==> config.mk <==
export PLATFORM = sky130hd
export DESIGN_NAME = interrupt_master_enable_vectors
export DESIGN_NICKNAME = d
export VERILOG_FILES = /design/src/inc/irq_master_pkg.sv /design/src/inc/pin_event_if.sv /design/src/design/pin_edge_detect.sv /design/src/design/interrupt_master_enable_vectors.sv
export SDC_FILE = /design/constraint.sdc
export NUM_CORES = 1
export LEC_CHECK = 0
export ABC_AREA = 0
export BUFFER_PORTS_ARGS = -buffer_cell sky130_fd_sc_hd__buf_2
export CELL_PAD_IN_SITES_DETAIL_PLACEMENT = 0
export CELL_PAD_IN_SITES_GLOBAL_PLACEMENT = 1
export CORE_MARGIN = 5
export CORE_UTILIZATION = 45
export DETAILED_ROUTE_END_ITERATION = 8
export PLACE_DENSITY_LB_ADDON = 0.15
export SYNTH_ARGS = -nofsm -noshare
export SYNTH_HDL_FRONTEND = slang
export SYNTH_HIERARCHICAL = 1
export SYNTH_SLANG_ARGS = --single-unit
==> constraint.sdc <==
create_clock -name clk_sys_in -period 4.8 [get_ports clk_sys_in]
set_input_delay 0.72 -clock clk_sys_in [delete_from_list [all_inputs] [get_ports clk_sys_in]]
set_output_delay 0.72 -clock clk_sys_in [all_outputs]
set_load 0.01 [all_outputs]
==> src/inc/irq_master_pkg.sv <==
`default_nettype none
// Behaviour
// RULE_01: Enable or return instruction sets global enable.
// RULE_02: Control write loads global enable bit directly.
// RULE_03: Disable, acknowledge and reset clear global enable.
// RULE_04: Global enable low blocks interrupts to core; traps still reach the core here.
// RULE_05: Control bits six to zero read zero.
// RULE_06: Control register at fcf, resets to zero.
// RULE_07: Vector fetches use fixed program memory words.
// RULE_08: Some pins request on one chosen edge.
// RULE_09: Other pins request on every edge.
// RULE_10: Requests stay latched while global enable low.
package irq_master_pkg;

    // ********************************
    // Bus shape
    // ********************************
    localparam int ADDR_W = 12;
    localparam int DATA_W = 8;
    localparam int NUM_PINS = 8;
    localparam int NUM_SINGLE_EDGE = 4; // Pins below this index
    localparam int NUM_TRAPS = 4;

    // ********************************
    // Register offsets
    // ********************************
    localparam logic [11:0] OFS_MASTER_CTL = 12'hfcf;
    localparam logic [11:0] OFS_STATUS = 12'hfc0;
    localparam logic [11:0] OFS_MASK = 12'hfc1;
    localparam logic [11:0] OFS_EDGE_SEL = 12'hfc2;
    localparam logic [11:0] OFS_TRAP = 12'hfc3;

    // ********************************
    // Fields and reset values
    // ********************************
    localparam int GIE_BIT = 7;
    localparam logic [7:0] MASTER_CTL_RESET = 8'h00;
    localparam logic [7:0] STATUS_RESET = 8'h00;
    localparam logic [7:0] MASK_RESET = 8'h00;
    localparam logic [7:0] EDGE_SEL_RESET = 8'h00;
    localparam logic [3:0] TRAP_RESET = 4'h0;
    // Trap slots, in priority order
    localparam int TRAP_ILLEGAL = 0;
    localparam int TRAP_OSC_FAIL = 1;
    localparam int TRAP_WDT_OSC_FAIL = 2;
    localparam int TRAP_WDT = 3;

    // ********************************
    // Program memory vector words
    // ********************************
    localparam logic [15:0] VEC_RESET = 16'h0002;
    localparam logic [15:0] VEC_WATCHDOG = 16'h0004;
    localparam logic [15:0] VEC_ILLEGAL = 16'h0006;
    localparam logic [15:0] VEC_PERIPH_BASE = 16'h0008;
    localparam logic [15:0] VEC_PERIPH_LAST = 16'h0037;
    localparam logic [15:0] VEC_OSC_FAIL = 16'h003a;
    localparam logic [15:0] VEC_WDT_OSC_FAIL = 16'h003c;

endpackage
`default_nettype wire

==> src/inc/pin_event_if.sv <==
`timescale 1ns/1ps
`default_nettype none
// Pin levels and edge choices in, one-cycle edge events out
interface pin_event_if;
    logic [7:0] level; // Pin levels, synchronous
    logic [7:0] rise_sel; // 1 rising, 0 falling
    logic [7:0] event_hit; // Edge seen this cycle
    modport detector (input level, input rise_sel, output event_hit);
    modport consumer (output level, output rise_sel, input event_hit);
endinterface
`default_nettype wire

==> src/design/pin_edge_detect.sv <==
`timescale 1ns/1ps
`default_nettype none
module pin_edge_detect
    import irq_master_pkg::*;
(
    input wire logic clk_sys_in,
    input wire logic rst_in,
    pin_event_if.detector pins
);

    // ********************************
    // Edge history
    // ********************************
    logic [7:0] prev_reg; // Level seen last cycle
    logic armed_reg; // History valid
    wire logic [7:0] rise_w; // Low to high
    wire logic [7:0] fall_w; // High to low

    // First cycle after reset only loads history, so a pin
    // already high at release raises no false edge
    always_ff @(posedge clk_sys_in or posedge rst_in) begin
        if (rst_in) begin
            prev_reg <= 8'h00;
            armed_reg <= 1'b0;
        end else begin
            prev_reg <= pins.level;
            armed_reg <= 1'b1;
        end
    end

    assign rise_w = armed_reg ? (pins.level & ~prev_reg) : 8'h00;
    assign fall_w = armed_reg ? (~pins.level & prev_reg) : 8'h00;

    // ********************************
    // Per-pin edge choice
    // ********************************
    genvar gi;
    generate
        for (gi = 0; gi < NUM_PINS; gi++) begin : g_pin
            if (gi < NUM_SINGLE_EDGE) begin : g_one
                // One chosen edge
                assign pins.event_hit[gi] = pins.rise_sel[gi] ? rise_w[gi] : fall_w[gi]; // RULE_08
            end else begin : g_any
                // Either edge
                assign pins.event_hit[gi] = rise_w[gi] | fall_w[gi]; // RULE_09
            end
        end
    endgenerate

    // ********************************
    // Checks
    // ********************************
    property p_single_edge;
        @(posedge clk_sys_in) disable iff (rst_in)
        (armed_reg && pins.rise_sel[0] && $rose(pins.level[0])) |-> pins.event_hit[0];
    endproperty
    a_single_edge: assert property (p_single_edge) else $error("Chosen edge lost"); // RULE_08

    property p_any_edge;
        @(posedge clk_sys_in) disable iff (rst_in)
        (armed_reg && $fell(pins.level[5])) |-> pins.event_hit[5];
    endproperty
    a_any_edge: assert property (p_any_edge) else $error("Falling edge lost"); // RULE_09

endmodule
`default_nettype wire

==> src/design/interrupt_master_enable_vectors.sv <==
// Added by the designer: the strobed register port.
`timescale 1ns/1ps
`default_nettype none
module interrupt_master_enable_vectors (
    input wire logic clk_sys_in,
    input wire logic rst_in,
    // Register port
    input wire logic [irq_master_pkg::ADDR_W-1:0] addr_in,
    input wire logic [irq_master_pkg::DATA_W-1:0] wdata_in,
    input wire logic wr_in,
    input wire logic rd_in,
    output logic [irq_master_pkg::DATA_W-1:0] rdata_out,
    // Core instruction strobes
    input wire logic enable_irq_instruction_in,
    input wire logic disable_irq_instruction_in,
    input wire logic irq_return_instruction_in,
    input wire logic irq_ack_in,
    // Request sources
    input wire logic [irq_master_pkg::NUM_PINS-1:0] pin_in,
    input wire logic watchdog_counter_event_in,
    input wire logic illegal_instr_in,
    input wire logic osc_fail_in,
    input wire logic wdt_osc_fail_in,
    // To the core
    output logic core_irq_out,
    output logic [15:0] vector_addr_out,
    output logic irq_out
);
    import irq_master_pkg::*;

    // ********************************
    // Helpers
    // ********************************

    // Lowest set bit wins; index of it
    function automatic logic [2:0] first_pin(input logic [7:0] req);
        logic [2:0] idx;
        idx = 3'h0;
        for (int i = NUM_PINS - 1; i >= 0; i--) begin
            if (req[i]) begin
                idx = 3'(i);
            end
        end
        return idx;
    endfunction

    // Pin vector word, two bytes per source
    function automatic logic [15:0] pin_vector(input logic [2:0] idx);
        return VEC_PERIPH_BASE + {12'h000, idx, 1'b0};
    endfunction

    // Trap vector word by slot
    function automatic logic [15:0] trap_vector(input logic [1:0] slot);
        logic [15:0] v;
        v = VEC_WATCHDOG;
        unique case (slot)
            2'd0: v = VEC_ILLEGAL;
            2'd1: v = VEC_OSC_FAIL;
            2'd2: v = VEC_WDT_OSC_FAIL;
            2'd3: v = VEC_WATCHDOG;
        endcase
        return v;
    endfunction

    // Lowest set trap slot
    function automatic logic [1:0] first_trap(input logic [3:0] req);
        logic [1:0] s;
        s = 2'd0;
        for (int i = NUM_TRAPS - 1; i >= 0; i--) begin
            if (req[i]) begin
                s = 2'(i);
            end
        end
        return s;
    endfunction

    // ********************************
    // State
    // ********************************
    logic gie_reg; // Global enable
    logic gie_next;
    logic [7:0] status_reg; // Sticky pin requests
    logic [7:0] status_next;
    logic [7:0] mask_reg; // Per-pin mask
    logic [7:0] mask_next;
    logic [7:0] edge_sel_reg; // Edge choice, low pins
    logic [7:0] edge_sel_next;
    logic [3:0] trap_reg; // Latched traps
    logic [3:0] trap_next;
    logic [11:0] grant_reg; // Source now offered
    logic [11:0] grant_next;
    logic [15:0] vector_reg; // Word for the fetch
    logic [15:0] vector_next;
    logic core_irq_reg; // Request to core
    logic core_irq_next;
    logic irq_reg; // Unmasked pending
    logic irq_next;
    logic [7:0] rdata_reg; // Read answer
    logic [7:0] rdata_next;

    // ********************************
    // Edge detection
    // ********************************
    pin_event_if pin_bus ();

    assign pin_bus.level = pin_in;
    assign pin_bus.rise_sel = edge_sel_reg;

    pin_edge_detect u_edges (
        .clk_sys_in(clk_sys_in),
        .rst_in(rst_in),
        .pins(pin_bus)
    );

    // ********************************
    // Address decode
    // ********************************
    wire logic sel_ctl = (addr_in == OFS_MASTER_CTL); // RULE_06
    wire logic sel_status = (addr_in == OFS_STATUS);
    wire logic sel_mask = (addr_in == OFS_MASK);
    wire logic sel_edge = (addr_in == OFS_EDGE_SEL);
    wire logic sel_trap = (addr_in == OFS_TRAP);
    wire logic wr_ctl = wr_in && sel_ctl;
    wire logic wr_status = wr_in && sel_status;
    wire logic wr_mask = wr_in && sel_mask;
    wire logic wr_edge = wr_in && sel_edge;
    wire logic wr_trap = wr_in && sel_trap;

    // ********************************
    // Global enable
    // ********************************
    wire logic gie_clr = disable_irq_instruction_in || irq_ack_in;
    wire logic gie_set = enable_irq_instruction_in || irq_return_instruction_in;

    // Clears beat sets, sets beat a plain write: an
    // acknowledge must never leave the core re-enabled
    always_comb begin
        gie_next = gie_reg;
        if (gie_clr) begin
            gie_next = 1'b0; // RULE_03
        end else if (gie_set) begin
            gie_next = 1'b1; // RULE_01
        end else if (wr_ctl) begin
            gie_next = wdata_in[GIE_BIT]; // RULE_02
        end
    end

    // ********************************
    // Request latches
    // ********************************
    wire logic [7:0] ack_pin_clr = irq_ack_in ? grant_reg[11:4] : 8'h00;
    wire logic [3:0] ack_trap_clr = irq_ack_in ? grant_reg[3:0] : 4'h0;
    wire logic [7:0] sw_pin_clr = wr_status ? wdata_in : 8'h00;
    wire logic [3:0] sw_trap_clr = wr_trap ? wdata_in[3:0] : 4'h0;
    wire logic [3:0] trap_hit = {watchdog_counter_event_in, wdt_osc_fail_in,
                                 osc_fail_in, illegal_instr_in};

    // New edges win over any clear in the same cycle; bits
    // survive while the global enable is low
    assign status_next = (status_reg & ~sw_pin_clr & ~ack_pin_clr)
                         | pin_bus.event_hit; // RULE_10
    assign trap_next = (trap_reg & ~sw_trap_clr & ~ack_trap_clr) | trap_hit;
    assign mask_next = wr_mask ? wdata_in : mask_reg;
    assign edge_sel_next = wr_edge ? wdata_in : edge_sel_reg;

    // ********************************
    // Source selection
    // ********************************
    wire logic [7:0] pend_next = status_next & mask_next;
    wire logic pin_any = |pend_next;
    wire logic trap_any = |trap_next;
    wire logic [2:0] pin_idx = first_pin(pend_next);
    wire logic [1:0] trap_idx = first_trap(trap_next);
    wire logic pin_ok = gie_next && pin_any; // RULE_04

    // Traps are not gated by the global enable; pins are.
    // Vector holds the last offer when nothing is pending.
    always_comb begin
        grant_next = 12'h000;
        vector_next = vector_reg;
        if (trap_any) begin
            grant_next[trap_idx] = 1'b1;
            vector_next = trap_vector(trap_idx); // RULE_07
        end else if (pin_ok) begin
            grant_next[4 + pin_idx] = 1'b1;
            vector_next = pin_vector(pin_idx); // RULE_07
        end
    end

    assign core_irq_next = trap_any || pin_ok; // RULE_04
    assign irq_next = pin_any;

    // ********************************
    // Read mux
    // ********************************
    wire logic [7:0] ctl_view = {gie_reg, 7'h00}; // RULE_05
    wire logic [7:0] rd_mux = sel_ctl ? ctl_view :
                              sel_status ? status_reg :
                              sel_mask ? mask_reg :
                              sel_edge ? edge_sel_reg :
                              sel_trap ? {4'h0, trap_reg} : 8'h00;

    // Data stand for one cycle only, zero otherwise
    assign rdata_next = rd_in ? rd_mux : 8'h00;

    // ********************************
    // Registers
    // ********************************

    // Control and request state
    always_ff @(posedge clk_sys_in or posedge rst_in) begin
        if (rst_in) begin
            gie_reg <= MASTER_CTL_RESET[GIE_BIT]; // RULE_03
            status_reg <= STATUS_RESET;
            mask_reg <= MASK_RESET;
            edge_sel_reg <= EDGE_SEL_RESET;
            trap_reg <= TRAP_RESET;
        end else begin
            gie_reg <= gie_next;
            status_reg <= status_next;
            mask_reg <= mask_next;
            edge_sel_reg <= edge_sel_next;
            trap_reg <= trap_next;
        end
    end

    // Core-facing outputs; reset offers the reset word
    always_ff @(posedge clk_sys_in or posedge rst_in) begin
        if (rst_in) begin
            grant_reg <= 12'h000;
            vector_reg <= VEC_RESET; // RULE_07
            core_irq_reg <= 1'b0;
            irq_reg <= 1'b0;
            rdata_reg <= 8'h00;
        end else begin
            grant_reg <= grant_next;
            vector_reg <= vector_next;
            core_irq_reg <= core_irq_next;
            irq_reg <= irq_next;
            rdata_reg <= rdata_next;
        end
    end

    assign core_irq_out = core_irq_reg;
    assign vector_addr_out = vector_reg;
    assign irq_out = irq_reg;
    assign rdata_out = rdata_reg;

    // ********************************
    // Checks
    // ********************************
    property p_gie_set;
        @(posedge clk_sys_in) disable iff (rst_in)
        (gie_set && !gie_clr) |=> gie_reg;
    endproperty
    a_gie_set: assert property (p_gie_set) else $error("Enable not set"); // RULE_01

    property p_gie_write;
        @(posedge clk_sys_in) disable iff (rst_in)
        (wr_ctl && !gie_set && !gie_clr) |=> (gie_reg == $past(wdata_in[GIE_BIT]));
    endproperty
    a_gie_write: assert property (p_gie_write) else $error("Write not loaded"); // RULE_02

    property p_gie_clear;
        @(posedge clk_sys_in) disable iff (rst_in)
        gie_clr |=> !gie_reg ##1 (!gie_reg || $past(gie_set || wr_ctl));
    endproperty
    a_gie_clear: assert property (p_gie_clear) else $error("Enable not cleared"); // RULE_03

    property p_gate;
        @(posedge clk_sys_in) disable iff (rst_in)
        (core_irq_out && trap_reg == 4'h0) |-> gie_reg;
    endproperty
    a_gate: assert property (p_gate) else $error("Request passed disabled gate"); // RULE_04

    property p_reserved;
        @(posedge clk_sys_in) disable iff (rst_in)
        (rd_in && sel_ctl) |=> (rdata_out[6:0] == 7'h00);
    endproperty
    a_reserved: assert property (p_reserved) else $error("Reserved bits not zero"); // RULE_05

    property p_ctl_read;
        @(posedge clk_sys_in) disable iff (rst_in)
        (rd_in && addr_in == 12'hfcf) |=> (rdata_out[7] == $past(gie_reg));
    endproperty
    a_ctl_read: assert property (p_ctl_read) else $error("Control read wrong"); // RULE_06

    property p_pin_vector;
        @(posedge clk_sys_in) disable iff (rst_in)
        (core_irq_out && trap_reg == 4'h0) |->
            (vector_addr_out >= 16'h0008 && vector_addr_out <= 16'h0037 && !vector_addr_out[0]);
    endproperty
    a_pin_vector: assert property (p_pin_vector) else $error("Pin vector out of range"); // RULE_07

    property p_latched;
        @(posedge clk_sys_in) disable iff (rst_in)
        (!gie_reg && (status_reg & mask_reg) != 8'h00 && !wr_status && !wr_mask && !irq_ack_in)
            |=> irq_out ##0 ((status_reg & mask_reg) != 8'h00);
    endproperty
    a_latched: assert property (p_latched) else $error("Request dropped while disabled"); // RULE_10

    c_pin_taken: cover property (@(posedge clk_sys_in) disable iff (rst_in)
        core_irq_out && irq_ack_in && grant_reg[11:4] != 8'h00);
    c_trap_taken: cover property (@(posedge clk_sys_in) disable iff (rst_in)
        core_irq_out && irq_ack_in && grant_reg[3:0] != 4'h0);
    c_held_then_sent: cover property (@(posedge clk_sys_in) disable iff (rst_in)
        (irq_out && !gie_reg) ##1 gie_set ##1 core_irq_out);

endmodule
`default_nettype wire

# Word-level counts from Yosys, hierarchy flattened
# Cells that the tools add are included.
# word_totals
regBits	76
out_inout_bits	26
elab_cells	101
# op_classes
n_addsub	2
order_cmp	4
eq_ne	8
mux	41
bitwise	19
n_reduce_logical	15
# ops
operator	count
$mux 8	10
$pmux 16 s4	1
$eq 12x12->1 const B	5
$and 8x8->8	5
$mux 16	2
$not 8->8	4
$mux 12	2
$mux 3	8
$mux 4	3
$mux 1	9
$and 4x4->4	2
$logic_and 1x1->1	8
$mux 2	4
$not 4->4	2
$or 8x8->8	1
$reduce_or 8->1	1
$add 4x4->5 const A	1
$lt 2x5->1 const B	1
$lt 4x5->1 const B	1
$add 3x3->4 const A	1
$demux 1 s4	1
$eq 2x2->1 const B	2
$ge 4x1->1 const B	1
$or 1x1->1	4
8 further kinds	10

# Logic depth before layout (Yosys ltp)
# Gate-level depths: netlist of the first run.
# depth
word_depth	23
depth_mapped	11
ltp_nobuf	10

# Cells and area by module
# The synthesis of the first run kept the hierarchy.
# by_module_without_submodules
mod	instances	cells_each	area_per_inst_um2	seq_area_each_um2
interrupt_master_enable_vectors	1	245	2668.8	1402.6
pin_edge_detect	1	32	404.1	225.2

# Worst setup path before layout of the first run
# Ideal clock, no wire load.
# synth_path
path_type	input-to-reg
startpoint	input addr_in[4] in the netlist's numbering
endpoint	register vector_reg[2] (netlist: vector_addr_out[2])
setup_ns	0.078
arrival_time_ns	3.160
t_required_ns	4.722
slack_ns	1.562
stages	9
path_cell_list	nand4bb_1 -> clkbuf_1 -> or4_1 -> buf_6 -> mux2_4 -> a22o_4 -> or4_4 -> a21oi_2 -> o2bb2ai_1
# synth_between
elab_cells_between_ends	47
cone_classes	add/sub: 1; eq/ne: 7; mux: 21; bitwise: 9; reduce/logical: 9
# synth_lines
item	line_no	source
start: declaration	interrupt_master_enable_vectors.sv:8	input wire logic [irq_master_pkg::ADDR_W-1:0] addr_in,
$eq 12x12->1	interrupt_master_enable_vectors.sv:120	wire logic sel_mask = (addr_in == OFS_MASK);
$logic_and 1x1->1	interrupt_master_enable_vectors.sv:125	wire logic wr_mask = wr_in && sel_mask;
$mux 8	interrupt_master_enable_vectors.sv:163	assign mask_next = wr_mask ? wdata_in : mask_reg;
net mask_next[1]	interrupt_master_enable_vectors.sv:85	logic [7:0] mask_next;
$and 8x8->8	interrupt_master_enable_vectors.sv:169	wire logic [7:0] pend_next = status_next & mask_next;
$reduce_or 8->1	interrupt_master_enable_vectors.sv:170	wire logic pin_any = |pend_next;
net irq_next	interrupt_master_enable_vectors.sv:97	logic irq_next;
$logic_and 1x1->1	interrupt_master_enable_vectors.sv:174	wire logic pin_ok = gie_next && pin_any;
$reduce_bool 2->1 (no source line)	--	
end signal: assignment	interrupt_master_enable_vectors.sv:237	vector_reg <= vector_next;
end: declaration	interrupt_master_enable_vectors.sv:92	logic [15:0] vector_reg;
# The timed path passes the listed nets, and every way through them passes these cells. The select of a mux whose other input is x is not followed.
# A chain may end at the register's enable or synchronous reset.

# Worst setup path after layout of the first run
# Ends and elaborated chain as after synthesis.

==> results of run 1 <==
[Yosys cell counts (3+ instances only)]
library cell	count
sky130_fd_sc_hd__a31oi_1	9
sky130_fd_sc_hd__nand2_1	34
sky130_fd_sc_hd__a21boi_0	5
sky130_fd_sc_hd__nand4b_1	4
sky130_fd_sc_hd__xor2_1	4
sky130_fd_sc_hd__mux2_4	3
sky130_fd_sc_hd__a222oi_1	8
sky130_fd_sc_hd__nand4bb_1	5
sky130_fd_sc_hd__nor4_1	6
sky130_fd_sc_hd__dfrtp_1	64
sky130_fd_sc_hd__inv_1	19
sky130_fd_sc_hd__a21oi_1	14
sky130_fd_sc_hd__and3_1	4
sky130_fd_sc_hd__nor3_1	3
sky130_fd_sc_hd__nand3_1	5
sky130_fd_sc_hd__and2_1	5
sky130_fd_sc_hd__mux2_2	11
sky130_fd_sc_hd__nor2_1	10
sky130_fd_sc_hd__buf_4	11
sky130_fd_sc_hd__and2_2	4
[metrics by stage]
stage,hold slack (ns),area [µm²]
after CTS,0.3583,3608
after global placement,0.4743,3405
after floorplan,0.4488,3110
after global routing,0.3640,3608
after detailed placement,0.4692,3405
final,0.3588,3608
[layout make-up]
type,instances,area [µm²]
timing repair buffer,58,300.3
multi-input combinational,188,1305
tap,80,100.1
fill,645,3110
clock inverter,6,66.31
clock buffer,10,137.6
inverter,19,71.32
sequential,65,1628
[final timing paths]
kind                                       end  slack, ns
setup / recovery            vector_addr_out[2]       1.36
hold reg to reg             vector_addr_out[2]       0.49
setup reg to reg            vector_addr_out[2]       2.51
min in group clk_sys_in     vector_addr_out[2]       0.49
hold / removal             u_edges/prev_reg[7]       0.36
max in group asynchronous         rdata_out[3]       3.75
[layer usage]
metal	global-route usage, %	part of all wire (%)	vias up
met5	0	0	-
met4	5.861	1.2	0
met3	5.361	6.4	7
met2	26.47	45	66
met1	25.25	47	1100
li1	-	-	1115
[cells by family (layout without fill, tap and decap cells)]
logic type,Yosys count,count (layout),share of synthesized area (%)
flip-flops,65,65,52.97
adder cells (fa/ha/maj),2,2,0.8142
multiplexers,16,16,6.148
buffers and inverters,34,93,5.985
AND/OR/NAND/NOR,95,95,17.59
AO/OA/AOI/OAI,59,59,15.11
XOR/XNOR,4,4,1.140
other,2,12,0.2444
[power by group through the flow]
stage / sequential [mW] / combinational [mW] / clock [mW]
global route: 0.568 / 0.0926 / 0.510
finish: 0.567 / 0.0822 / 0.470
CTS: 0.567 / 0.0836 / 0.484
floorplan: 0.577 / 0.0494 / 0
detailed placement: 0.577 / 0.0831 / 0
global placement: 0.577 / 0.0824 / 0
[layout by cell type (no fill, tap or decap), types with 8 or more instances in the layout]
| master | count |
|---|---|
| sky130_fd_sc_hd__dfrtp_1 | 64 |
| sky130_fd_sc_hd__buf_2 | 54 |
| sky130_fd_sc_hd__nor2_1 | 10 |
| sky130_fd_sc_hd__a21oi_1 | 14 |
| sky130_fd_sc_hd__mux2_2 | 11 |
| sky130_fd_sc_hd__inv_1 | 18 |
| sky130_fd_sc_hd__a222oi_1 | 8 |
| sky130_fd_sc_hd__a31oi_1 | 9 |
| sky130_fd_sc_hd__nand2_1 | 34 |
| sky130_fd_sc_hd__clkbuf_8 | 10 |
| sky130_fd_sc_hd__conb_1 | 12 |
==> run summary, run 1 <==
YOSYS
-----------------------------------------------------------------------------------------------
Number of enable-type register cells in the synthesized netlist ..................            0
Main flop type after synthesis ................................................... sky130_fd_sc_hd__dfrtp_1
Fraction of registers with async set or reset after synthesis ....................       100.0%
Most area-consuming cells after synthesis ........................................ sky130_fd_sc_hd__dfrtp_1, sky130_fd_sc_hd__nand2_1, sky130_fd_sc_hd__mux2_2
Count of warnings emitted by yosys ...............................................            6
Synth Cell Area .................................................................. 0.003073 mm²
Post-synth cell types ............................................................           56
Largest area contributor in the synthesized netlist .............................. sky130_fd_sc_hd__dfrtp_1
Mean cell area of the mapped netlist .............................................    11.09 µm²
Cells after Synth ................................................................          277
Yosys reg bits ...................................................................           65
Register area share after synthesis ..............................................       52.97%
Fraction of synthesized cell area taken by the top area cell type ................       52.12%

ROUTING
-----------------------------------------------------------------------------------------------
Wirelength, routed ...............................................................      7316 µm
DR pass1 iterations ..............................................................            5
# DRC ............................................................................            0
Iter 0 DRT Violations ............................................................          108
Vias after detailed routing ......................................................         2288
Number of nets still failing antenna checks after routing ........................            0
Post-DR vias/cell ................................................................        5.371
Mean routed wirelength per cell ..................................................     17.17 µm

PWR
-----------------------------------------------------------------------------------------------
Power density normalized to cell area ............................................ 310.2 mW/mm²
Reg power frac ...................................................................        50.6%
Share of total power in the clock network ........................................        42.0%
Cell internal power dissipation ..................................................    0.8454 mW
IR Drop Worst-Case VDD ...........................................................    0.2626 mV
Net switching power ..............................................................    0.2739 mW
Sw Ratio .........................................................................       24.47%
Part of the power in combinational logic .........................................         7.3%
Leakage component of the power ...................................................     1.700 nW
Design Power .....................................................................     1.119 mW

SETUP PATH
-----------------------------------------------------------------------------------------------
Number of stages on the worst setup path .........................................            8
Arrival time worst endpoint ......................................................      3.71 ns
CP top delay family .............................................................. simple AND/OR/NAND/NOR gates
Data required time at the worst endpoint .........................................      5.07 ns
Critical Path End Type ...........................................................    flip-flop
Stage delay of the slowest cell on the critical path .............................      0.89 ns
Launch point of the critical path ................................................   addr_in[4]
Category of the worst setup path launch point ....................................    input pin
FF-to-FF path depth ..............................................................            7
Worst Path Max Fanout ............................................................            8
Cell chain of the critical path .................................................. buf_2 > nand4bb_1 > or4_1 > mux2_4 > a22o_1 > or4_4 > a21oi_2 > o2bb2ai_1
Startpoint-to-endpoint class of the critical path ................................       in2reg
Startpoint of the most critical register-to-register path ........................ u_edges/armed_reg
Buffering stage count on the worst path with inverters included ..................            1
Cell with the biggest individual delay on the critical path ...................... sky130_fd_sc_hd__or4_1

PLACED DESIGN
-----------------------------------------------------------------------------------------------
Last weighted congestion value of the routability-driven placer ..................       0.7958
Worst slack at placement .........................................................     1.038 ns
Hpwl dp ..........................................................................      5450 µm
PortBufs .........................................................................           54
Post-Place Cells .................................................................          410

GRT
-----------------------------------------------------------------------------------------------
Global-route wire length before repair ...........................................     11780 µm
Tot GR Track Use .................................................................       17.93%
Maximum number of pins on one net before global-route repair .....................           57
Antenna violations before repair .................................................            0
GRT overflow .....................................................................            0
Via count of the first global-routing pass .......................................         2275

STA
-----------------------------------------------------------------------------------------------
Maximum clock rate ...............................................................    290.7 MHz
Final count of hold timing violations ............................................            0
Setup repair after global routing missed its margin ..............................        false
Share of the clock period used by the worst path .................................       71.67%
Pin slew with the least headroom to its limit ....................................     1.067 ns
Slew Limit Headroom ..............................................................       28.33%
Skew final .......................................................................   0.01171 ns
Pins Over Slew Limit .............................................................            0
Post-layout worst setup margin ...................................................     1.360 ns
Final-report setup violation count ...............................................            0
Final critical path time including I/O delays and setup ..........................     3.440 ns
Post-Route Setup TNS .............................................................         0 ns

FLOORPLAN
-----------------------------------------------------------------------------------------------
Number of primary I/O pins .......................................................           66
Horizontal die dimension .........................................................     92.64 µm
Die extent in y ..................................................................     92.64 µm
Area of the placeable core ....................................................... 0.006719 mm²
Initial Utilization ..............................................................       45.74%
Die footprint .................................................................... 0.008581 mm²
Std cell rows ....................................................................           30

CTS
-----------------------------------------------------------------------------------------------
Number of clock buffers inserted by TritonCTS ....................................            9
Maximum buffer depth of the clock tree ...........................................            2
Root buffer selected by CTS ...................................................... sky130_fd_sc_hd__clkbuf_8
Clock tree from TritonCTS ........................................................          yes
Number of levels in the clock H-tree .............................................            3
Setup Buffers After CTS ..........................................................            0
Number of instances resized during post-cts repair ...............................            0
Hold buffers post-CTS ............................................................            0
Clock latency reported for the late side of the worst-skew pair ..................      0.34 ns
Clock input transition at the sequential cells of the worst setup and hold paths .      0.08 ns
Number of sinks on the clock net .................................................           65

CELLS AND AREA
-----------------------------------------------------------------------------------------------
Non-filler cells, final ..........................................................          426
Flip-flop count of the largest register after layout .............................           12
Proportion of layout cells with a drive suffix above 1 ...........................       30.35%
Area Overhead vs Synth ...........................................................       17.43%
Net count of the finished layout .................................................          383
Final core area utilization ......................................................       53.71%
Antenna diodes ...................................................................            0

HOLD PATH
-----------------------------------------------------------------------------------------------
Type of the worst min-delay path .................................................     in2async

STATUS
-----------------------------------------------------------------------------------------------
Run status ....................................................................... complete, no violations

FLOW RUN
-----------------------------------------------------------------------------------------------
Max-cap check violation count ....................................................            0

(Power assumes the default switching activity.)
==> inputs of run 2 (changes only) <==
CORE_UTILIZATION = 38   (was 45)
clock period = 2.8 ns   (was 4.8 ns; I/O delays follow)
==> run summary, run 2 (same netlist as run 1, synthesis figures left out) <==
FLOORPLAN
-----------------------------------------------------------------------------------------------
Std cell rows ....................................................................           32   +6.7%
Number of primary I/O pins .......................................................           66   unchanged
Die footprint .................................................................... 0.009985 mm²   +16%
Area of the placeable core ....................................................... 0.007807 mm²   +16%
Initial Utilization ..............................................................       39.36%   -6.4 points
Die extent in y ..................................................................     99.93 µm   +7.9%
Horizontal die dimension .........................................................     99.93 µm   +7.9%

GRT
-----------------------------------------------------------------------------------------------
Via count of the first global-routing pass .......................................         2491   +9.5%
Antenna violations before repair .................................................            0   unchanged
GRT overflow .....................................................................            0   unchanged
Tot GR Track Use .................................................................       17.30%   -0.62 points
Maximum number of pins on one net before global-route repair .....................           26   -54%
Global-route wire length before repair ...........................................     13080 µm   +11%

CTS
-----------------------------------------------------------------------------------------------
Clock latency reported for the late side of the worst-skew pair ..................      0.35 ns   about the same
Maximum buffer depth of the clock tree ...........................................            2   unchanged
Number of instances resized during post-cts repair ...............................            0   unchanged
Number of clock buffers inserted by TritonCTS ....................................            9   unchanged
Clock input transition at the sequential cells of the worst setup and hold paths .      0.07 ns   about the same
Root buffer selected by CTS ...................................................... sky130_fd_sc_hd__clkbuf_8
Number of levels in the clock H-tree .............................................            3   unchanged
Setup Buffers After CTS ..........................................................            0   unchanged
Clock tree from TritonCTS ........................................................          yes
Number of sinks on the clock net .................................................           65   unchanged
Hold buffers post-CTS ............................................................            0   unchanged

STATUS
-----------------------------------------------------------------------------------------------
Run status ....................................................................... complete, no violations

CELLS AND AREA
-----------------------------------------------------------------------------------------------
Net count of the finished layout .................................................          427   +11%
Combined area of the multi-input logic cells ..................................... 0.001320 mm²   +1.2%
Flip-flop count of the largest register after layout .............................           12   unchanged
Area Overhead vs Synth ...........................................................       29.76%
Storage element area ............................................................. 0.001628 mm²   unchanged
FILL cells .......................................................................          723   +12%
Antenna diodes ...................................................................            0   unchanged
Commonest cells after routing, fill and taps aside ............................... sky130_fd_sc_hd__dfrtp_1, sky130_fd_sc_hd__buf_2, sky130_fd_sc_hd__buf_4
Leading cell type in the layout, fill and taps excluded .......................... sky130_fd_sc_hd__dfrtp_1
Proportion of layout cells with a drive suffix above 1 ...........................       37.79%   +7.4 points

STA
-----------------------------------------------------------------------------------------------
Final-report setup violation count ...............................................            0   unchanged
Final hold slack .................................................................   0.03419 ns   -0.3246 ns
Setup repair after global routing missed its margin ..............................        false
Pins Over Slew Limit .............................................................            0   unchanged
Slew Limit Headroom ..............................................................       62.28%   +34 points
Share of the clock period used by the worst path .................................       94.36%
Final count of hold timing violations ............................................            0   unchanged
Skew final .......................................................................  0.006012 ns   -0.005697 ns
Pin slew with the least headroom to its limit ....................................    0.5615 ns   -0.5053 ns
Final critical path time including I/O delays and setup ..........................     2.642 ns
Maximum clock rate ...............................................................    378.5 MHz

SETUP PATH
-----------------------------------------------------------------------------------------------
Startpoint-to-endpoint class of the critical path ................................       in2reg
Cell with the biggest individual delay on the critical path ...................... sky130_fd_sc_hd__or4_4
Arrival time worst endpoint ......................................................      2.87 ns   -0.84 ns
Critical Path End Type ...........................................................    flip-flop
Data required time at the worst endpoint .........................................      3.03 ns   -2.04 ns
Cell chain of the critical path .................................................. buf_2 > or3b_4 > or4_4 > mux2_4 > a22o_4 > o41ai_4 > mux2i_1 > o21ai_1
Worst Path Max Fanout ............................................................            8   unchanged
Stage delay of the slowest cell on the critical path .............................      0.54 ns   -0.35 ns
Category of the worst setup path launch point ....................................    input pin

ROUTING
-----------------------------------------------------------------------------------------------
Iter 0 DRT Violations ............................................................          158   +46%
# DRC ............................................................................            0   unchanged
Mean routed wirelength per cell ..................................................     16.71 µm   -2.7%
Wirelength, routed ...............................................................      8207 µm   +12%
Post-DR vias/cell ................................................................        5.102   -5.0%
Vias after detailed routing ......................................................         2505   +9.5%
Number of nets still failing antenna checks after routing ........................            0   unchanged
DR pass1 iterations ..............................................................            5   unchanged

PWR
-----------------------------------------------------------------------------------------------
IR Drop Worst-Case VDD ...........................................................    0.1922 mV   -27%
Power density normalized to cell area ............................................ 503.1 mW/mm²   +62%
Design Power .....................................................................     2.006 mW   +79%
Leakage component of the power ...................................................     1.934 nW   +14%

PLACED DESIGN
-----------------------------------------------------------------------------------------------
PortBufs .........................................................................           54   unchanged
Last weighted congestion value of the routability-driven placer ..................       0.7619   -4.3%
Hpwl dp ..........................................................................      6246 µm   +15%

HOLD PATH
-----------------------------------------------------------------------------------------------
Type of the worst min-delay path .................................................     in2async

FLOW RUN
-----------------------------------------------------------------------------------------------
Max-cap check violation count ....................................................            0   unchanged

-- run 2: changes by cell type in the layout (fill, tap and decap cells not counted), sizes merged --
| cell | change |
|---|---|
| inv | -1 |
| bufinv | +1 |
| clkinvlp | -3 |
| buf | +44 |
| clkbuf | +2 |
-- run 2: stage by stage --
step	cells	cell area [µm²]	setup TNS (ns)	util [%]	setup slack, ns
2_1_floorplan	287	3133	-0.1144	-	-0.05361
3_3_place_gp	476	3777	-1.198	48.38	-0.1781
3_5_place_dp	476	3777	-1.323	48.38	-0.2034
4_1_cts	491	3988	0	51.07	0.1745
5_1_grt	491	3988	0	51.07	0.09258
6_report	491	3988	0	51.07	0.1579
-- run 2: cell type report --
class	count	share of cell area [%]
Clock buffer	12	3.640
Clock inverter	3	1.632
Inverter	19	1.789
Multi-Input combinational cell	188	33.10
Sequential cell	65	40.82
Tap cell	102	3.200
Timing Repair Buffer	102	15.81
-- run 2: path summary, 6_finish.rpt --
| kind | from | to | slack [ns] | depth (start not counted) |
|---|---|---|---|---|
| max | addr_in[3] | vector_addr_out[3] | 0.16 | 8 |
| min | rst_in | u_edges/prev_reg[6] | 0.03 | 2 |
| max reg2reg | u_edges/armed_reg | vector_addr_out[3] | 0.58 | 7 |
| min reg2reg | edge_sel_reg[4] | edge_sel_reg[4] | 0.50 | 2 |
| max in group asynchronous | rst_in | vector_addr_out[1] | 2.04 | 3 |
| min in group clk_sys_in | pin_in[4] | u_edges/prev_reg[4] | 0.20 | 1 |
-- run 2: power by group --
part           internal, mW  switching (mW)  total, mW
Combinational        0.0646          0.0922      0.157
Sequential            0.960          0.0132      0.973
Clock                 0.520           0.356      0.876
-- run 2: metal layers --
metal | vias to the layer above | share of wire [%] | track usage [%]
li1 | 1202 | - | -
met1 | 1217 | 47 | 24.08
met2 | 76 | 45 | 25.55
met3 | 10 | 6.7 | 4.795
met4 | 0 | 1.4 | 6.828
met5 | - | 0 | 0
-- run 2: worst max-delay path: cells and delay by family --
kind / cells / cell delay, ns
buf+inv: 1 / 0.11
mux: 2 / 0.59
simple gates: 2 / 0.93
compound gates: 3 / 0.82
